## src/core/spfs_defines.vh

```
// Constants for the soft-pin frequency scale register section.
// Assumes a 32-bit APB register bus and a 250 MHz system clock.
`ifndef SPFS_DEFINES_VH
`define SPFS_DEFINES_VH

// Register indices; the byte address on APB is four times the index.
`define SPFS_IDX_ENABLE      12'h0C03
`define SPFS_IDX_REF_SCALE   12'h0C04
`define SPFS_IDX_OUT_SCALE   12'h0C05
`define SPFS_IDX_APPLIED     12'h0C09

// Byte addresses seen on paddr.
`define SPFS_ADDR_ENABLE     16'h300C
`define SPFS_ADDR_REF_SCALE  16'h3010
`define SPFS_ADDR_OUT_SCALE  16'h3014
`define SPFS_ADDR_APPLIED    16'h3024
`define SPFS_ADDR_W          16

// Field positions.
`define SPFS_ENABLE_BIT      0
`define SPFS_FIELD_LO_LSB    0
`define SPFS_FIELD_LO_MSB    1
`define SPFS_FIELD_HI_LSB    2
`define SPFS_FIELD_HI_MSB    3
`define SPFS_APPLIED_EN_BIT  8

// Reset values.
`define SPFS_RST_ENABLE      1'h0
`define SPFS_RST_SCALE       4'h0

// Scale codes and the divide ratios they select.
`define SPFS_CODE_DIV1       2'h0
`define SPFS_CODE_DIV4       2'h1
`define SPFS_CODE_DIV8       2'h2
`define SPFS_CODE_DIV16      2'h3
`define SPFS_RATIO_1         5'h01
`define SPFS_RATIO_4         5'h04
`define SPFS_RATIO_8         5'h08
`define SPFS_RATIO_16        5'h10

`endif

```

## src/core/spfs_scale_div.v

```verilog
// One frequency scaler: divides a stream of single-cycle ticks by 1, 4, 8 or 16.
// Assumes tick_in is synchronous to clk and is at most one cycle wide per event.
`timescale 1ns/1ps
`include "spfs_defines.vh"

module spfs_scale_div (
  // Clock and reset.
  input  wire       clk,
  input  wire       rst_n,
  // Scale setting.
  input  wire [1:0] code,
  input  wire       apply,
  // Tick stream.
  input  wire       tick_in,
  output reg        tick_out,
  output reg  [4:0] ratio
);

  reg  [4:0] count;
  reg  [4:0] next_ratio;
  wire       setting_changed;

  // Selected ratio; a cleared apply forces divide-by-one.
  always @* begin
    if (!apply) begin
      next_ratio = `SPFS_RATIO_1;
    end else begin
      case (code)
        `SPFS_CODE_DIV4:  next_ratio = `SPFS_RATIO_4;
        `SPFS_CODE_DIV8:  next_ratio = `SPFS_RATIO_8;
        `SPFS_CODE_DIV16: next_ratio = `SPFS_RATIO_16;
        default:          next_ratio = `SPFS_RATIO_1;
      endcase
    end
  end

  // A new ratio restarts the count so no stretched period leaks through.
  // Only the ratio in force is compared, so code writes while apply is low cost no tick.
  assign setting_changed = (next_ratio != ratio);

  // Counts input ticks and emits one output tick per ratio input ticks.
  always @(posedge clk) begin
    if (!rst_n) begin
      count      <= 5'h00;
      tick_out   <= 1'b0;
      ratio      <= `SPFS_RATIO_1;
    end else begin
      ratio      <= next_ratio;
      if (setting_changed) begin
        count    <= 5'h00;
        tick_out <= 1'b0;
      end else if (tick_in) begin
        if (count >= next_ratio - 5'h01) begin
          count    <= 5'h00;
          tick_out <= 1'b1;
        end else begin
          count    <= count + 5'h01;
          tick_out <= 1'b0;
        end
      end else begin
        tick_out <= 1'b0;
      end
    end
  end

endmodule // spfs_scale_div

```

## src/core/spfs_regs.v

```verilog
// Soft-pin frequency scale section: APB registers and the four scalers they steer.
// Assumes an APB master on clk, and tick inputs synchronous to clk.
`timescale 1ns/1ps
`include "spfs_defines.vh"

module spfs_regs (
  // Clock and reset.
  input  wire        clk,
  input  wire        rst_n,
  // APB slave.
  input  wire        psel,
  input  wire        penable,
  input  wire        pwrite,
  input  wire [15:0] paddr,
  input  wire [31:0] pwdata,
  input  wire [3:0]  pstrb,
  output reg  [31:0] prdata,
  output reg         pready,
  output reg         pslverr,
  // Reference input ticks, one cycle per selected input period.
  input  wire        reference_input_first_tick,
  input  wire        reference_input_second_tick,
  // Channel divider ticks, one cycle per selected output period.
  input  wire        channel0_tick,
  input  wire        channel1_tick,
  // Scaled ticks.
  output wire        reference_input_first_scaled,
  output wire        reference_input_second_scaled,
  output wire        channel0_scaled,
  output wire        channel1_scaled,
  // Divide ratios in force, as plain binary.
  output wire [4:0]  reference_input_first_ratio,
  output wire [4:0]  reference_input_second_ratio,
  output wire [4:0]  channel0_ratio,
  output wire [4:0]  channel1_ratio,
  // Section state.
  output reg         section_applied
);

  // Scaler lane numbers inside the packed vectors.
  localparam LANE_REF_FIRST  = 0;
  localparam LANE_REF_SECOND = 1;
  localparam LANE_CH0        = 2;
  localparam LANE_CH1        = 3;
  localparam LANES           = 4;

  // Software-visible storage.
  reg        section_enable;
  reg  [3:0] reference_frequency_scale;
  reg  [3:0] output_frequency_scale;

  // Bus decode.
  wire        setup_phase;
  wire        access_done;
  wire        write_low_lane;
  wire        addr_is_enable;
  wire        addr_is_ref;
  wire        addr_is_out;
  wire        addr_is_applied;
  wire        addr_mapped;
  reg  [31:0] next_prdata;

  // Scaler lanes.
  wire [2*LANES-1:0] lane_code;
  wire [LANES-1:0]   lane_tick_in;
  wire [LANES-1:0]   lane_tick_out;
  wire [5*LANES-1:0] lane_ratio;

  // Applied codes, gated by the enable one cycle before the scalers see it.
  wire [3:0] applied_ref_scale;
  wire [3:0] applied_out_scale;

  // Setup cycle marks a new request; the access completes one cycle later.
  assign setup_phase    = psel && !penable;
  assign access_done    = psel && penable && pready;
  assign write_low_lane = access_done && pwrite && pstrb[0];

  // Register address decode on full byte addresses.
  assign addr_is_enable  = (paddr == `SPFS_ADDR_ENABLE);
  assign addr_is_ref     = (paddr == `SPFS_ADDR_REF_SCALE);
  assign addr_is_out     = (paddr == `SPFS_ADDR_OUT_SCALE);
  assign addr_is_applied = (paddr == `SPFS_ADDR_APPLIED);
  assign addr_mapped     = addr_is_enable || addr_is_ref || addr_is_out || addr_is_applied;

  // pready is raised for exactly the first access cycle, giving no wait states.
  always @(posedge clk) begin
    if (!rst_n) begin
      pready <= 1'b0;
    end else begin
      pready <= setup_phase;
    end
  end

  // Unmapped addresses and writes to the read-only status word answer with an error.
  always @(posedge clk) begin
    if (!rst_n) begin
      pslverr <= 1'b0;
    end else if (setup_phase) begin
      pslverr <= !addr_mapped || (pwrite && addr_is_applied);
    end else begin
      pslverr <= 1'b0;
    end
  end

  // Enable register; only bit 0 is stored.
  always @(posedge clk) begin
    if (!rst_n) begin
      section_enable <= `SPFS_RST_ENABLE;
    end else if (write_low_lane && addr_is_enable) begin
      section_enable <= pwdata[`SPFS_ENABLE_BIT];
    end
  end

  // Reference scale register; the two fields share the low nibble.
  always @(posedge clk) begin
    if (!rst_n) begin
      reference_frequency_scale <= `SPFS_RST_SCALE;
    end else if (write_low_lane && addr_is_ref) begin
      reference_frequency_scale[`SPFS_FIELD_HI_MSB:`SPFS_FIELD_HI_LSB] <=
        pwdata[`SPFS_FIELD_HI_MSB:`SPFS_FIELD_HI_LSB];
      reference_frequency_scale[`SPFS_FIELD_LO_MSB:`SPFS_FIELD_LO_LSB] <=
        pwdata[`SPFS_FIELD_LO_MSB:`SPFS_FIELD_LO_LSB];
    end
  end

  // Output scale register for the two channel dividers.
  always @(posedge clk) begin
    if (!rst_n) begin
      output_frequency_scale <= `SPFS_RST_SCALE;
    end else if (write_low_lane && addr_is_out) begin
      output_frequency_scale[`SPFS_FIELD_HI_MSB:`SPFS_FIELD_HI_LSB] <=
        pwdata[`SPFS_FIELD_HI_MSB:`SPFS_FIELD_HI_LSB];
      output_frequency_scale[`SPFS_FIELD_LO_MSB:`SPFS_FIELD_LO_LSB] <=
        pwdata[`SPFS_FIELD_LO_MSB:`SPFS_FIELD_LO_LSB];
    end
  end

  // The fields only act while the section is enabled; otherwise all codes read divide-by-one.
  assign applied_ref_scale = section_enable ? reference_frequency_scale : `SPFS_RST_SCALE;
  assign applied_out_scale = section_enable ? output_frequency_scale : `SPFS_RST_SCALE;

  // Read data mux; reserved bits read as zero.
  always @* begin
    next_prdata = 32'h0000_0000;
    if (addr_is_enable) begin
      next_prdata[`SPFS_ENABLE_BIT] = section_enable;
    end else if (addr_is_ref) begin
      next_prdata[3:0] = reference_frequency_scale;
    end else if (addr_is_out) begin
      next_prdata[3:0] = output_frequency_scale;
    end else if (addr_is_applied) begin
      next_prdata[3:0]                  = applied_ref_scale;
      next_prdata[7:4]                  = applied_out_scale;
      next_prdata[`SPFS_APPLIED_EN_BIT] = section_applied;
    end
  end

  // Read data is captured in the setup cycle and held through the access cycle.
  always @(posedge clk) begin
    if (!rst_n) begin
      prdata <= 32'h0000_0000;
    end else if (setup_phase && !pwrite) begin
      prdata <= next_prdata;
    end else if (access_done) begin
      prdata <= 32'h0000_0000;
    end
  end

  // Registered copy of the enable, as seen by the scalers.
  always @(posedge clk) begin
    if (!rst_n) begin
      section_applied <= 1'b0;
    end else begin
      section_applied <= section_enable;
    end
  end

  // Lane codes: reference fields then channel fields, low field first.
  assign lane_code[2*LANE_REF_FIRST+1:2*LANE_REF_FIRST] =
    reference_frequency_scale[`SPFS_FIELD_LO_MSB:`SPFS_FIELD_LO_LSB];
  assign lane_code[2*LANE_REF_SECOND+1:2*LANE_REF_SECOND] =
    reference_frequency_scale[`SPFS_FIELD_HI_MSB:`SPFS_FIELD_HI_LSB];
  assign lane_code[2*LANE_CH0+1:2*LANE_CH0] =
    output_frequency_scale[`SPFS_FIELD_LO_MSB:`SPFS_FIELD_LO_LSB];
  assign lane_code[2*LANE_CH1+1:2*LANE_CH1] =
    output_frequency_scale[`SPFS_FIELD_HI_MSB:`SPFS_FIELD_HI_LSB];

  // Lane tick inputs in the same order.
  assign lane_tick_in[LANE_REF_FIRST]  = reference_input_first_tick;
  assign lane_tick_in[LANE_REF_SECOND] = reference_input_second_tick;
  assign lane_tick_in[LANE_CH0]        = channel0_tick;
  assign lane_tick_in[LANE_CH1]        = channel1_tick;

  // One scaler per lane; each forces divide-by-one while the section is off.
  genvar lane;
  generate
    for (lane = 0; lane < LANES; lane = lane + 1) begin : g_lane
      spfs_scale_div u_div (
        .clk      (clk),
        .rst_n    (rst_n),
        .code     (lane_code[2*lane+1:2*lane]),
        .apply    (section_applied),
        .tick_in  (lane_tick_in[lane]),
        .tick_out (lane_tick_out[lane]),
        .ratio    (lane_ratio[5*lane+4:5*lane])
      );
    end
  endgenerate

  // Scaled ticks, each straight from its scaler's output flop.
  assign reference_input_first_scaled  = lane_tick_out[LANE_REF_FIRST];
  assign reference_input_second_scaled = lane_tick_out[LANE_REF_SECOND];
  assign channel0_scaled               = lane_tick_out[LANE_CH0];
  assign channel1_scaled               = lane_tick_out[LANE_CH1];

  // Ratios in force, each straight from its scaler's ratio flop.
  assign reference_input_first_ratio  = lane_ratio[5*LANE_REF_FIRST+4:5*LANE_REF_FIRST];
  assign reference_input_second_ratio = lane_ratio[5*LANE_REF_SECOND+4:5*LANE_REF_SECOND];
  assign channel0_ratio               = lane_ratio[5*LANE_CH0+4:5*LANE_CH0];
  assign channel1_ratio               = lane_ratio[5*LANE_CH1+4:5*LANE_CH1];

endmodule // spfs_regs

```

## config.mk

```make
export PLATFORM = sky130hd
export DESIGN_NAME = spfs_regs
export DESIGN_NICKNAME = d
export VERILOG_FILES = /design/src/core/spfs_scale_div.v /design/src/core/spfs_regs.v
export VERILOG_INCLUDE_DIRS = /design/src /design/src/core
export SDC_FILE = /design/constraint.sdc
export NUM_CORES = 1
export LEC_CHECK = 0
export BUFFER_PORTS_ARGS = -buffer_cell sky130_fd_sc_hd__buf_2
export CORE_UTILIZATION = 55
export DETAILED_ROUTE_END_ITERATION = 8
export PLACE_DENSITY = 0.83
export SLEW_MARGIN = 15
export SYNTH_ARGS = -nofsm -noshare
export SYNTH_HDL_FRONTEND = slang
export SYNTH_SLANG_ARGS = --single-unit
```

## constraint.sdc

```tcl
create_clock -name clk -period 4.9 [get_ports clk]
set_clock_uncertainty 0.2 [all_clocks]
set_input_delay 0.98 -clock clk [delete_from_list [all_inputs] [get_ports clk]]
set_output_delay 0.98 -clock clk [all_outputs]
set_load 0.01 [all_outputs]
```

Yosys cells after proc, flatten, opt, wreduce, memory -nomap -nowiden

Index checks and enable logic that the tools add are counted.

Muxes and demuxes: 27
Equal/unequal tests: 20
Order comparisons: 4
Bitwise operators: 5
Add/subtract/negate cells: 8
Reductions and logical operators: 27
Multipliers: 0
Shifts and indexed selects: 0
Divide/modulo/power cells: 0

Operators by type and width:

| cell                   | count |
|---|---|
| $eq A16 B14 Y1 const B | 4 |
| $pmux W5 S3            | 4 |
| $mux W5                | 10 |
| $mux W9                | 3 |
| $add A5 B1 Y5 const B  | 4 |
| $ge A5 B5 Y1           | 4 |
| $ne A5 B5 Y1           | 4 |
| $sub A5 B1 Y5 const B  | 4 |
| $eq A2 B2 Y1 const B   | 8 |
| $mux W4                | 4 |
| $reduce_or A3 Y1       | 4 |
| $logic_and A1 B1 Y1    | 10 |
| $eq A2 B1 Y1 const B   | 4 |
| $mux W8                | 1 |
| $reduce_or A2 Y1       | 4 |
| $mux W1                | 5 |
| $not A1 Y1             | 5 |
| $logic_or A1 B1 Y1     | 4 |
| $logic_not A1 Y1       | 3 |
| $reduce_and A2 Y1      | 1 |
| $reduce_bool A2 Y1     | 1 |

Word-level logic and storage cells: 110
Memories kept: 0
Latch bits: 0
Bits in registers: 65
ROM bits: 0
Output and inout port bits: 59
RAM bits: 0
Input port bits: 61

Longest topological paths before layout

Gate-level depths: netlist of run 1.

Depth in word-level cells: 6
Depth in mapped cells: 11
Mapped depth without buffers: 10

Hierarchy

Synthesis of run 1 repeated with hierarchy kept, for this count alone.

Cell total of the unflattened synthesis: 411
Area, all modules: 3656.0 um^2

Modules (own cells, without submodules):

| module         | sequential area each (um^2) | area each (um^2) | cells each | times used |
|---|---|---|---|---|
| spfs_scale_div | 200.2                       | 608.1            | 67         | 4 |
| spfs_regs      | 420.4                       | 1223.7           | 143        | 1 |

Worst setup path after synthesis of run 1

OpenSTA, ideal clock, no wires.

Path kind: input to register
Start: input port paddr[9]
End: register output_frequency_scale[0]
Arrival time: 2288 ps
Data required time: 4568 ps
Path slack: 2280 ps
Stages on the path: 4
Buffers on the path: 0
Setup time: 132 ps
Cell sequence: or4_4 or4_4 o21ai_1 a21oi_1

Longest elaborated chain between the ends: 2

Ends and longest elaborated chain:

| element                         | line            | RTL |
|---|---|---|
| start: declaration              | spfs_regs.v:14  | `input wire [15:0] paddr,` |
| $eq A16 B14 Y1 (no source line) | --              |  |
| $logic_and A1 B1 Y1             | spfs_regs.v:130 | `end else if (write_low_lane && addr_is_out) begin` |
| end signal: assignment          | spfs_regs.v:129 | `` output_frequency_scale <= `SPFS_RST_SCALE; `` |
| end signal: indexed assignment  | spfs_regs.v:131 | `` output_frequency_scale[`SPFS_FIELD_HI_MSB:`SPFS_FIELD_HI_LSB] <= `` |
| end signal: indexed assignment  | spfs_regs.v:133 | `` output_frequency_scale[`SPFS_FIELD_LO_MSB:`SPFS_FIELD_LO_LSB] <= `` |
| end: declaration                | spfs_regs.v:50  | `reg [3:0] output_frequency_scale;` |

No other way between the ends.
A chain may end at the register's enable or synchronous reset.

Final worst setup path of run 1

Start: register output_frequency_scale[0]
End: register g_lane[2].u_div.count[4]

Longest elaborated chain between the ends: 6
Elaborated cells between the ends (all ways): 10
Those cells by class: 1 x add/sub; 1 x order compare; 4 x eq/ne; 3 x mux; 1 x reduce/logical

Ends and longest elaborated chain:

| element                                             | line                | RTL |
|---|---|---|
| $eq A2 B2 Y1 / $eq A2 B1 Y1 (equally long branches) | spfs_scale_div.v:28 | `case (code)` |
| $pmux W5 S3 *                                       | spfs_scale_div.v:28 |  |
| $mux W5 *                                           | spfs_scale_div.v:25 | `if (!apply) begin` |
| $sub A5 B1 Y5                                       | spfs_scale_div.v:53 | `if (count >= next_ratio - 5'h01) begin` |
| $ge A5 B5 Y1                                        | spfs_scale_div.v:53 |  |
| $mux W5                                             | spfs_scale_div.v:53 |  |
| end signal: assignment                              | spfs_scale_div.v:57 | `count <= count + 5'h01;` |
| end: declaration                                    | spfs_scale_div.v:19 | `reg [4:0] count;` |

Every way passes the cells marked *; elsewhere a longest branch is shown, timed or not.

==> impl_results.md, run 1 <==
- Die Wd: 82.5 µm
- WHS Path Cells: 2
- Filler cell count in the final layout: 530
- Seq/Total Area, Yosys: 34.3%
- Number of synthesized flops with an enable pin: 0
- Storage cell area: 0.00122 mm²
- Share of cells above drive strength 1: 20.2%
- Fin. max-slew vios: 0
- Port bufs: 61
- Root Driver: clkbuf_8
- Max transition margin: 45.9%
- Die Footprint: 0.00680 mm²
- Hold WC Path Type: flop to flop
- Pwr Density: 273 mW/mm²
- Maxcap violations: 0
- H-tree depth: 3
- #FFs+latches synth: 61
- Global-route wire length before repair: 12.7 mm
- Nature of the critical path endpoint: flop
- Antenna Diode Count: 0
- Starting Density: 58.4%
- Post-CTS Hold Buffers: 0
- Cts repair resizes: 0
- Routed via count: 3,138
- RSZ-0062 raised after global routing: false
- Gr usage total: 24.8%
- Mapped cell area: 0.00356 mm²
- Hold WS: 0.261 ns
- Post-synth top area share: 34.3%
- Clock slew seen by the registers of the worst setup and hold paths: 0.07 ns
- Slowest-stage cell, CP: dfxtp_1
- Worst Path Max Fanout: 11
- Post-route antenna net violation count: 0
- Initial antenna violation count: 0
- IR drop worst, VDD: 208 µV
- Syn_area_per_cell: 9.00 µm²
- Fmax: 355 MHz
- CP Class: flop to flop
- Synth Flop Type: dfxtp_1
- Leakage: 1.68 nW
- Hpwl dp: 5.70 mm
- Io pins: 120
- Final setup fails: 0
- DRT Pass-1 Iters: 5
- Synth top area cells: dfxtp_1 34%, ha_1 9.8%, buf_4 5.9%
- Setup crit start kind: flop
- GPL Wtd Cong: 0.901
- Total wire length: 7.70 mm
- Post-DR wirelength/cell: 14.4 µm
- Setup TNS Final: 0 ns
- Max Buffers Root-to-Sink: 2
- Vias in the first global route: 2,827
- Vias/cell: 5.85
- DRC: 0
- Setup Fix Bufs, Post-CTS: 0
- Nets: 545
- Syn. warnings: 0
- CTS buffer count: 9
- CTS tree: built
- Post-route clock period utilization: 57.4%
- Synth area leader: dfxtp_1
- Skew-Pair Late Insertion Delay: 0.33 ns
- Max stage delay on crit path: 0.57 ns
- Worst Tran Pin Value: 0.798 ns
- Most frequent cell on the critical path: ha_1
- Area taken by multi-input logic gates: 0.00212 mm²
- Rows: 28
- Worst EP required: 4.90 ns
- Critical-path cell list: nand2_1 -> nor2_1 -> inv_1 -> ha_1 -> ha_1 -> o2111ai_1 -> o21ai_0 -> a2111oi_0
- Largest net degree at the start of global routing: 26
- Netlist cell types: 59
- CTS sink count: 61
- 1st-iter DRT viols: 139
- Gate count of the mapped netlist: 396
- Area Overhead vs Synth: 13.7%
- Tmin final: 2.81 ns
- Die height: 82.5 µm
- Hold Violations, Final: 0
- Worst Path Arrival: 2.81 ns
- Status: finished, final reports clean
- Core region area: 0.00610 mm²
- Async S/R FF share, synth: 0%
- Gr ovfl total: 0
- Worst Reg-to-Reg Cells: 8
-- flip-flops by register name, indices dropped and copies added (netlist names) --
signal                     flops
section_enable                 1
g_lane.u_div.count            20
prdata                         9
section_applied                1
pslverr                        1
g_lane.u_div.tick_out          4
reference_frequency_scale      4
output_frequency_scale         4
g_lane.u_div.ratio            16
pready                         1
-- synthesized netlist by cell type, types with 3 or more instances --
| library cell | n |
|---|---|
| nor2_1 | 18 |
| nand4_1 | 14 |
| xnor2_1 | 8 |
| o2111ai_1 | 3 |
| a211oi_1 | 7 |
| nand3_1 | 10 |
| a21oi_1 | 17 |
| o21a_1 | 4 |
| nor3b_1 | 5 |
| inv_1 | 14 |
| dfxtp_1 | 61 |
| o21ai_0 | 8 |
| o21ai_1 | 4 |
| and3_1 | 7 |
| nand3b_1 | 8 |
| nor2b_1 | 7 |
| or4_4 | 3 |
| ha_1 | 28 |
| a2111oi_0 | 3 |
| nand2b_1 | 6 |
| nor3_1 | 16 |
| and2_1 | 3 |
| o22ai_1 | 4 |
| o211ai_1 | 5 |
| nand2_1 | 23 |
| clkbuf_1 | 13 |
| a32o_1 | 3 |
| xor2_1 | 16 |
| a32oi_1 | 4 |
| nand4b_1 | 3 |
| a22o_1 | 4 |
| buf_4 | 28 |
| mux2i_1 | 4 |
-- worst max-delay path, delay by kind of cell (launching register included) --
kind                       cells  cell delay (ns)
adders and majority gates      2             0.56
buffers and inverters          1             0.08
AOI/OAI and AO/OA              3             0.97
DFF                            1             0.57
and+or+nand+nor                2             0.31
-- where the power goes --
part / switching (mW) / internal, mW
combinational: 0.0523 / 0.0321
clock: 0.198 / 0.314
sequential: 0.00661 / 0.503
-- path summary, 6_finish.rpt --
| check | from | end | slack (ns) |
|---|---|---|---|
| setup / recovery | output_frequency_scale[0]$_SDFFE_PN0P_ | g_lane[2].u_div.count[4]$_SDFFE_PP0P_ | 2.09 |
| hold reg to reg | prdata[8]$_SDFFE_PN0P_ | prdata[8]$_SDFFE_PN0P_ | 0.26 |
| hold / removal | prdata[8]$_SDFFE_PN0P_ | prdata[8]$_SDFFE_PN0P_ | 0.26 |
| setup reg to reg | output_frequency_scale[0]$_SDFFE_PN0P_ | g_lane[2].u_div.count[4]$_SDFFE_PP0P_ | 2.09 |
-- layout by cell type, fill, tap and decap left out, types with 4 or more instances in the layout --
| cell | Yosys | final |
|---|---|---|
| dfxtp_1 | 61 | 61 |
| buf_2 | 2 | 61 |
| conb_1 | 2 | 31 |
| ha_1 | 28 | 28 |
| nand2_1 | 23 | 23 |
| nor2_1 | 18 | 18 |
| a21oi_1 | 17 | 17 |
| xor2_1 | 16 | 16 |
| nor3_1 | 16 | 16 |
| inv_1 | 14 | 14 |
| nand4_1 | 14 | 14 |
| clkbuf_8 | 0 | 11 |
| nand3_1 | 10 | 10 |
| nand3b_1 | 8 | 8 |
| o21ai_0 | 8 | 8 |
| xnor2_1 | 8 | 8 |
| and3_1 | 7 | 7 |
| a211oi_1 | 7 | 7 |
| nor2b_1 | 7 | 7 |
| nand2b_1 | 6 | 6 |
| o211ai_1 | 5 | 5 |
| nor3b_1 | 5 | 5 |
| o21a_1 | 4 | 4 |
| o22ai_1 | 4 | 4 |
| o21ai_1 | 4 | 4 |
| a32oi_1 | 4 | 4 |
| a22o_1 | 4 | 4 |
| mux2i_1 | 4 | 4 |
-- kinds of logic (layout without fill, tap and decap cells) --
family | Yosys count | count (layout) | synth area share (%)
buffers and inverters | 58 | 94 | 9.13
AO/OA/AOI/OAI | 77 | 77 | 15.2
other | 2 | 31 | 0.211
adder cells (fa/ha/maj) | 28 | 28 | 9.84
flip-flops | 61 | 61 | 34.3
AND/OR/NAND/NOR | 141 | 141 | 24.0
multiplexers | 5 | 5 | 1.44
XOR/XNOR | 24 | 24 | 5.90
-- metrics by stage --
| step | setup WS [ns] | util (%) | std cells | cell area, µm² | total power, mW |
|---|---|---|---|---|---|
| 2_1_floorplan | 2.28 | - | 425 | 3670 | 0.589 |
| 3_3_place_gp | 1.90 | 62.6 | 520 | 3820 | 0.599 |
| 3_5_place_dp | 1.88 | 62.6 | 520 | 3820 | 0.604 |
| 4_1_cts | 2.10 | 66.4 | 536 | 4050 | 1.12 |
| 5_1_grt | 1.80 | 66.4 | 536 | 4050 | 1.15 |
| 6_report | 2.09 | 66.4 | 536 | 4050 | 1.11 |
-- layer usage --
layer | up-vias | track usage [%] | part of all wire [%]
met5 | - | 0 | 0
met2 | 132 | 43.3 | 49
li1 | 1517 | - | -
met1 | 1481 | 29.3 | 44
met4 | 0 | 11.6 | 1.4
met3 | 8 | 4.62 | 5.9
-- area by class of cell --
type                       count  area share [%]
clock buffer                  11            3.74
inverter                      15            1.39
clock inverter                 5            2.04
tap                           75            2.32
multi-input combinational    306            52.5
sequential                    61            30.2
timing repair buffer          63            7.91
(Power assumes the default switching activity.)
==> run 2: changes to the inputs <==
- CORE_UTILIZATION: 55 -> 51
- PLACE_DENSITY: 0.83 -> 0.78
- clock period: 4.9 -> 2.6 ns (I/O delays scaled with it)
==> impl_results.md, run 2 (synthesis gave the netlist of run 1 again) <==
- Status: finished, final reports clean (unchanged)
- Hold WC Path Type: primary input to flop (was flop to flop)
- Skew-Pair Late Insertion Delay: 0.34 ns (was 0.33 ns)
- Core region area: 0.00676 mm² (was 0.00610 mm²)
- Gr ovfl total: 0 (unchanged)
- RR Endpoint: g_lane[3].u_div.count[0]$_SDFFE_PP0P_ (was g_lane[2].u_div.count[4]$_SDFFE_PP0P_)
- DRT Pass-1 Iters: 4 (was 5)
- Worst Path Arrival: 2.53 ns (was 2.81 ns)
- Max Buffers Root-to-Sink: 2 (unchanged)
- Critical path destination: g_lane[3].u_div.count[0]$_SDFFE_PP0P_ (was g_lane[2].u_div.count[4]$_SDFFE_PP0P_)
- CTS sink count: 61 (unchanged)
- Post-route clock period utilization: 95.3% (was 57.4%)
- 1st-iter DRT viols: 104 (was 139)
- Worst Tran Pin Value: 0.548 ns (was 0.798 ns)
- Maxcap violations: 0 (unchanged)
- Cts repair resizes: 1 (was 0)
- Rows: 30 (was 28)
- Leakage: 1.76 nW (was 1.68 nW)
- Most frequent cells in the layout: 61 x buf_2, 59 x dfxtp_1, 31 x conb_1, 28 x ha_1, 23 x nand2_1 (was 61 x dfxtp_1, 61 x buf_2, 31 x conb_1, 28 x ha_1, 23 x nand2_1)
- Gr usage total: 21.9% (was 24.8%)
- Storage cell area: 0.00122 mm² (about the same)
- Die Wd: 85.6 µm (was 82.5 µm)
- Top flop regs: g_lane.u_div.count x20, g_lane.u_div.ratio x16, prdata x9 (unchanged)
- CP Class: flop to flop (unchanged)
- Port bufs: 61 (unchanged)
- Fmax: 404 MHz (was 355 MHz)
- Antenna Diode Count: 0 (unchanged)
- Die height: 85.6 µm (was 82.5 µm)
- GPL Wtd Cong: 0.927 (was 0.901)
- DRC: 0 (unchanged)
- Nature of the critical path endpoint: flop (unchanged)
- Area Overhead vs Synth: 17.2% (was 13.7%)
- Post-route insts no fill: 553 (was 536)
- IR drop worst, VDD: 284 µV (was 208 µV)
- Total wire length: 7.73 mm (was 7.70 mm)
- Largest net degree at the start of global routing: 20 (was 26)
- Max transition margin: 63.3% (was 45.9%)
- Share of cells above drive strength 1: 23.5% (was 20.2%)
- Vias in the first global route: 2,784 (was 2,827)
- CTS tree: built (unchanged)
- Tmin final: 2.48 ns (was 2.81 ns)
- Post-route antenna net violation count: 0 (unchanged)
- Filler cell count in the final layout: 616 (was 530)
- Fin. max-slew vios: 0 (unchanged)
- Setup Fix Bufs, Post-CTS: 0 (unchanged)
- Starting Density: 52.7% (was 58.4%)
- Root Driver: clkbuf_8 (unchanged)
- Vias/cell: 5.60 (was 5.85)
- Setup crit start kind: flop (unchanged)
- Total Power: 2.06 mW (was 1.11 mW)
- Max reg flops: 20 (unchanged)
- Worst Reg-to-Reg Cells: 9 (was 8)
- Routed via count: 3,095 (was 3,138)
- Reg2Reg Launch Point: section_applied$_SDFF_PN0_ (was output_frequency_scale[0]$_SDFFE_PN0P_)
- Largest reg by FF count: g_lane.u_div.count (unchanged)
- Global-route wire length before repair: 12.7 mm (about the same)
- Worst EP required: 2.66 ns (was 4.90 ns)
- Die Footprint: 0.00732 mm² (was 0.00680 mm²)
- Area taken by multi-input logic gates: 0.00215 mm² (was 0.00212 mm²)
- Post-DR wirelength/cell: 14.0 µm (was 14.4 µm)
- Post-CTS Hold Buffers: 0 (unchanged)
- Worst Path Max Fanout: 19 (was 11)
- Io pins: 120 (unchanged)
- Dpl cells: 537 (was 520)
- Clock slew seen by the registers of the worst setup and hold paths: 0.08 ns (was 0.07 ns)
- R2R Setup Slk: 0.12 ns (was 2.09 ns)
- Most common cell after layout, fill and taps aside: buf_2
- H-tree depth: 3 (unchanged)
- Hold Violations, Final: 0 (unchanged)
- CTS buffer count: 9 (unchanged)
- Pwr Density: 494 mW/mm² (was 273 mW/mm²)
- Hpwl dp: 5.83 mm (was 5.70 mm)
- CP startpoint: section_applied$_SDFF_PN0_ (was output_frequency_scale[0]$_SDFFE_PN0P_)
- Final setup fails: 0 (unchanged)
- Nets: 557 (was 545)
- Initial antenna violation count: 0 (unchanged)
==> run 2: power breakdown <==
part | internal (mW) | switching, mW | total [mW]
Combinational | 0.0661 | 0.0991 | 0.165
Sequential | 0.947 | 0.0117 | 0.959
Clock | 0.564 | 0.376 | 0.939
==> run 2: worst max-delay path, stage by stage (launching register included) <==
cell     delay [ns]
dfxtp_2        0.43
buf_12         0.17
o21ai_0        0.12
inv_1          0.13
ha_1           0.24
ha_1           0.32
a21o_1         0.19
a31oi_2        0.21
o22ai_2        0.17
nor3_1         0.21
==> run 2: final cells by class <==
class | instances | area share, %
Clock buffer | 10 | 3.30
Clock inverter | 6 | 2.07
Inverter | 15 | 1.35
Multi-Input combinational cell | 306 | 51.4
Sequential cell | 61 | 29.3
Tap cell | 80 | 2.40
Timing Repair Buffer | 75 | 10.1
==> run 2: worst min path at each step <==
stage                                startpoint                          to  slack (ns)  depth (start not counted)
CTS                                     penable           pready$_SDFF_PN0_        0.19                          2
global route                            penable           pready$_SDFF_PN0_        0.20                          2
floorplan           section_enable$_SDFFE_PN0P_  section_applied$_SDFF_PN0_        0.24                          2
global placement         prdata[8]$_SDFFE_PN0P_      prdata[8]$_SDFFE_PN0P_        0.25                          2
finish                                  penable           pready$_SDFF_PN0_        0.21                          2
detailed placement       prdata[8]$_SDFFE_PN0P_      prdata[8]$_SDFFE_PN0P_        0.26                          2
==> run 2: stage by stage <==
step | setup TNS [ns] | hold WS [ns] | setup WS [ns] | util, % | area [µm²]
floorplan | 0 | 0.243 | 0.114 | - | 3670
global placement | 0 | 0.248 | 0.133 | 58.1 | 3930
detailed placement | -0.0625 | 0.259 | -0.0456 | 58.1 | 3930
CTS | 0 | 0.188 | 0.0282 | 61.4 | 4150
global route | -0.0947 | 0.201 | -0.0502 | 61.8 | 4170
finish | 0 | 0.207 | 0.123 | 61.8 | 4170
==> run 2: per-layer routing <==
layer,up-vias,GRT usage [%],part of all wire (%)
li1,1544,-,-
met1,1434,27.3,45
met2,105,36.4,48
met3,12,4.91,5.1
met4,0,9.70,1.6
met5,-,0,0
==> run 3: changes to the inputs <==
- ABC_CLOCK_PERIOD_IN_PS: unset -> 2600
- PLACE_DENSITY: 0.78 -> 0.77
- SYNTH_HIERARCHICAL: unset -> 1
==> impl_results.md, run 3 <==
- Max reg flops: 20 (unchanged)
- Synth Flop Type: dfxtp_1 (unchanged)
- Synth top area cells: dfxtp_1 33%, ha_1 9.6%, buf_4 5.5% (was dfxtp_1 34%, ha_1 9.8%, buf_4 5.9%)
- Seq/Total Area, Yosys: 33.4% (was 34.3%)
- Cts repair resizes: 0 (was 1)
- Hold-critical path endpoint: pready$_SDFF_PN0_ (unchanged)
- Pwr Density: 484 mW/mm² (was 494 mW/mm²)
- Post-route insts no fill: 577 (was 553)
- Die Footprint: 0.00751 mm² (was 0.00732 mm²)
- Post-route clock period utilization: 92.2% (was 95.3%)
- Share of cells above drive strength 1: 22.7% (was 23.5%)
- Number of synthesized flops with an enable pin: 0 (unchanged)
- Leakage: 1.81 nW (was 1.76 nW)
- Global-route wire length before repair: 12.7 mm (about the same)
- Fin. max-slew vios: 0 (unchanged)
- HP Start: penable (unchanged)
- Core Util, Final: 61.1% (was 61.8%)
- Setup Fix Bufs, Post-CTS: 0 (unchanged)
- CP Class: flop to flop (unchanged)
- CTS buffer count: 9 (unchanged)
- Setup TNS Final: 0 ns (unchanged)
- Port bufs: 61 (unchanged)
- Filler cell count in the final layout: 588 (was 616)
- CTS tree: built (unchanged)
- Most common cell after layout, fill and taps aside: buf_2 (unchanged)
- Setup crit start kind: flop (unchanged)
- RSZ-0062 raised after global routing: false
- Cell with the most instances after synthesis: dfxtp_1 (unchanged)
- Worst Path Arrival: 2.46 ns (was 2.53 ns)
- WHS Path Cells: 2 (unchanged)
- R2R Setup Slk: 0.20 ns (was 0.12 ns)
- Dpl cells: 561 (was 537)
- Worst Tran Pin Value: 0.623 ns (was 0.548 ns)
- Io pins: 120 (unchanged)
- Slack of the critical path: 0.204 ns (was 0.123 ns)
- Core region area: 0.00687 mm² (was 0.00676 mm²)
- Hold WS: 0.223 ns (was 0.207 ns)
- Initial antenna violation count: 0 (unchanged)
- Post-DR wirelength/cell: 13.3 µm (was 14.0 µm)
- Fmax: 417 MHz (was 404 MHz)
- Rows: 30 (unchanged)
- IR drop worst, VDD: 218 µV (was 284 µV)
- Max Buffers Root-to-Sink: 2 (unchanged)
- Routed via count: 3,107 (was 3,095)
- Total wire length: 7.66 mm (was 7.73 mm)
- Max stage delay on crit path: 0.37 ns (was 0.43 ns)
- Most frequent cells in the layout: 61 x buf_2, 59 x dfxtp_1, 38 x nand2_1, 31 x conb_1, 28 x ha_1 (was 61 x buf_2, 59 x dfxtp_1, 31 x conb_1, 28 x ha_1, 23 x nand2_1)
- Worst Path Max Fanout: 25 (was 19)
- Async S/R FF share, synth: 0% (unchanged)
- Gr ovfl total: 0 (unchanged)
- Synth area leader: dfxtp_1 (unchanged)
- RR Endpoint: g_lane[2].u_div/count[3]$_SDFFE_PP0P_ (was g_lane[3].u_div.count[0]$_SDFFE_PP0P_)
- Tmin final: 2.40 ns (was 2.48 ns)
- Maxcap violations: 0 (unchanged)
- Crit path max-delay family: simple AND/OR/NAND/NOR gates (was compound AO/OA/AOI/OAI gates)
- Mapped cell area: 0.00366 mm² (was 0.00356 mm²)
- Nets: 565 (was 557)
- Post-CTS Hold Buffers: 0 (unchanged)
- Reg2Reg Launch Point: section_applied$_SDFF_PN0_ (unchanged)
- Largest net degree at the start of global routing: 26 (was 20)
- H-tree depth: 3 (unchanged)
- Syn_area_per_cell: 8.90 µm² (was 9.00 µm²)
- Gr usage total: 21.6% (was 21.9%)
- Netlist cell types: 51 (was 59)
- Hold WC Path Type: primary input to flop (unchanged)
- Starting Density: 53.2% (was 52.7%)
- DRC: 0 (unchanged)
- Commonest cells post-synth: 61 x dfxtp_1, 38 x nand2_1, 28 x ha_1 (was 61 x dfxtp_1, 28 x buf_4, 28 x ha_1)
- Root Driver: clkbuf_8 (unchanged)
- Status: finished, final reports clean (unchanged)
- 1st-iter DRT viols: 138 (was 104)
- Placement Setup Slack: 0.179 ns (was -0.0456 ns)
- Clock slew seen by the registers of the worst setup and hold paths: 0.07 ns (was 0.08 ns)
- Largest reg by FF count: g_lane.u_div/count (was g_lane.u_div.count)
- Hpwl dp: 5.90 mm (was 5.83 mm)
- Area Overhead vs Synth: 14.9% (was 17.2%)
- Post-synth top area share: 33.4% (was 34.3%)
- GPL Wtd Cong: 0.844 (was 0.927)
- Die height: 86.7 µm (was 85.6 µm)
- #FFs+latches synth: 61 (unchanged)
- Max transition margin: 58.3% (was 63.3%)
- Gate count of the mapped netlist: 411 (was 396)
- Final setup fails: 0 (unchanged)
- Die Wd: 86.7 µm (was 85.6 µm)
- Top flop regs: g_lane.u_div/count x20, g_lane.u_div/ratio x16, prdata x9 (was g_lane.u_div.count x20, g_lane.u_div.ratio x16, prdata x9)
- Slowest-stage cell, CP: dfxtp_1 (was dfxtp_2)
- Post-route antenna net violation count: 0 (unchanged)
- CTS sink count: 61 (unchanged)
- Worst EP required: 2.66 ns (about the same)
- Syn. warnings: 6 (was 0)
- Antenna Diode Count: 0 (unchanged)
- Critical path depth: 9 (unchanged)
- DRT Pass-1 Iters: 4 (unchanged)
- Skew-Pair Late Insertion Delay: 0.35 ns (was 0.34 ns)
- Most frequent cell on the critical path: ha_1 (unchanged)
- Critical-path cell list: buf_12 -> nand3_1 -> ha_1 -> xor2_1 -> ha_1 -> and2_1 -> a32oi_1 -> nand2_1 -> nor3_1 (was buf_12 -> o21ai_0 -> inv_1 -> ha_1 -> ha_1 -> a21o_1 -> a31oi_2 -> o22ai_2 -> nor3_1)
- Hold Violations, Final: 0 (unchanged)
- Worst Reg-to-Reg Cells: 9 (unchanged)
- Vias/cell: 5.38 (was 5.60)
- Vias in the first global route: 2,773 (was 2,784)
- Nature of the critical path endpoint: flop (unchanged)
- Crit path buf inv count: 1 (was 2)
run 3: cell type report:
type	count	area, µm²	area share [%]
flip-flops and latches	61	1220	29.1
well taps	96	120	2.86
inverters	19	71.3	1.70
repair buffers	69	378	9.00
clock inverters	6	87.6	2.09
multi-input cells	316	2190	52.2
clock buffers	10	128	3.04
run 3: metal layers:
| layer | vias to the layer above | GRT usage, % | share of wire [%] |
|---|---|---|---|
| met5 | - | 0 | 0 |
| met4 | 0 | 9.70 | 1.8 |
| met3 | 12 | 4.48 | 4.6 |
| met2 | 84 | 35.1 | 48 |
| met1 | 1437 | 27.6 | 45 |
| li1 | 1574 | - | - |
run 3: per-stage QoR:
step / instance area (µm²) / power [mW]
finish: 4200 / 2.03
global route: 4200 / 2.12
CTS: 4200 / 2.05
detailed placement: 3980 / 1.14
global placement: 3980 / 1.13
floorplan: 3740 / 1.11
run 3: worst reg2reg max path: cells and delay by family (launching register included):
family	cells	cell delay [ns]
xor+xnor	1	0.17
fa+ha+maj	2	0.51
compound gates	1	0.23
simple gates	4	0.65
buf+inv	1	0.18
flops	1	0.37
run 3: cells by family (layout without fill, tap and decap cells):
logic type	after synthesis	in the layout	share of synthesized area (%)
adders and majority gates	28	28	9.58
buffers and inverters	56	104	8.93
muxes	8	8	2.19
DFF	61	61	33.4
AOI/OAI and AO/OA	64	64	14.0
xor gates and xnor gates	24	24	5.75
and+or+nand+nor	161	161	25.2
other	9	31	0.924
run 3: how the worst max path moves through the flow:
stage                                                       from                               endpoint
after floorplan                       section_applied$_SDFF_PN0_  g_lane[0].u_div/count[1]$_SDFFE_PP0P_
after global placement    output_frequency_scale[0]$_SDFFE_PN0P_  g_lane[2].u_div/count[1]$_SDFFE_PP0P_
after detailed placement  output_frequency_scale[0]$_SDFFE_PN0P_  g_lane[2].u_div/count[3]$_SDFFE_PP0P_
after CTS                 output_frequency_scale[0]$_SDFFE_PN0P_  g_lane[2].u_div/count[3]$_SDFFE_PP0P_
after global routing                  section_applied$_SDFF_PN0_  g_lane[3].u_div/count[3]$_SDFFE_PP0P_
final                                 section_applied$_SDFF_PN0_  g_lane[2].u_div/count[3]$_SDFFE_PP0P_
run 3: power by group:
group	switching, mW	leakage (nW)	internal [mW]
Combinational	0.102	1.21	0.0640
Clock	0.379	0.0985	0.537
Sequential	0.00712	0.494	0.945
Total	0.488	1.81	1.55
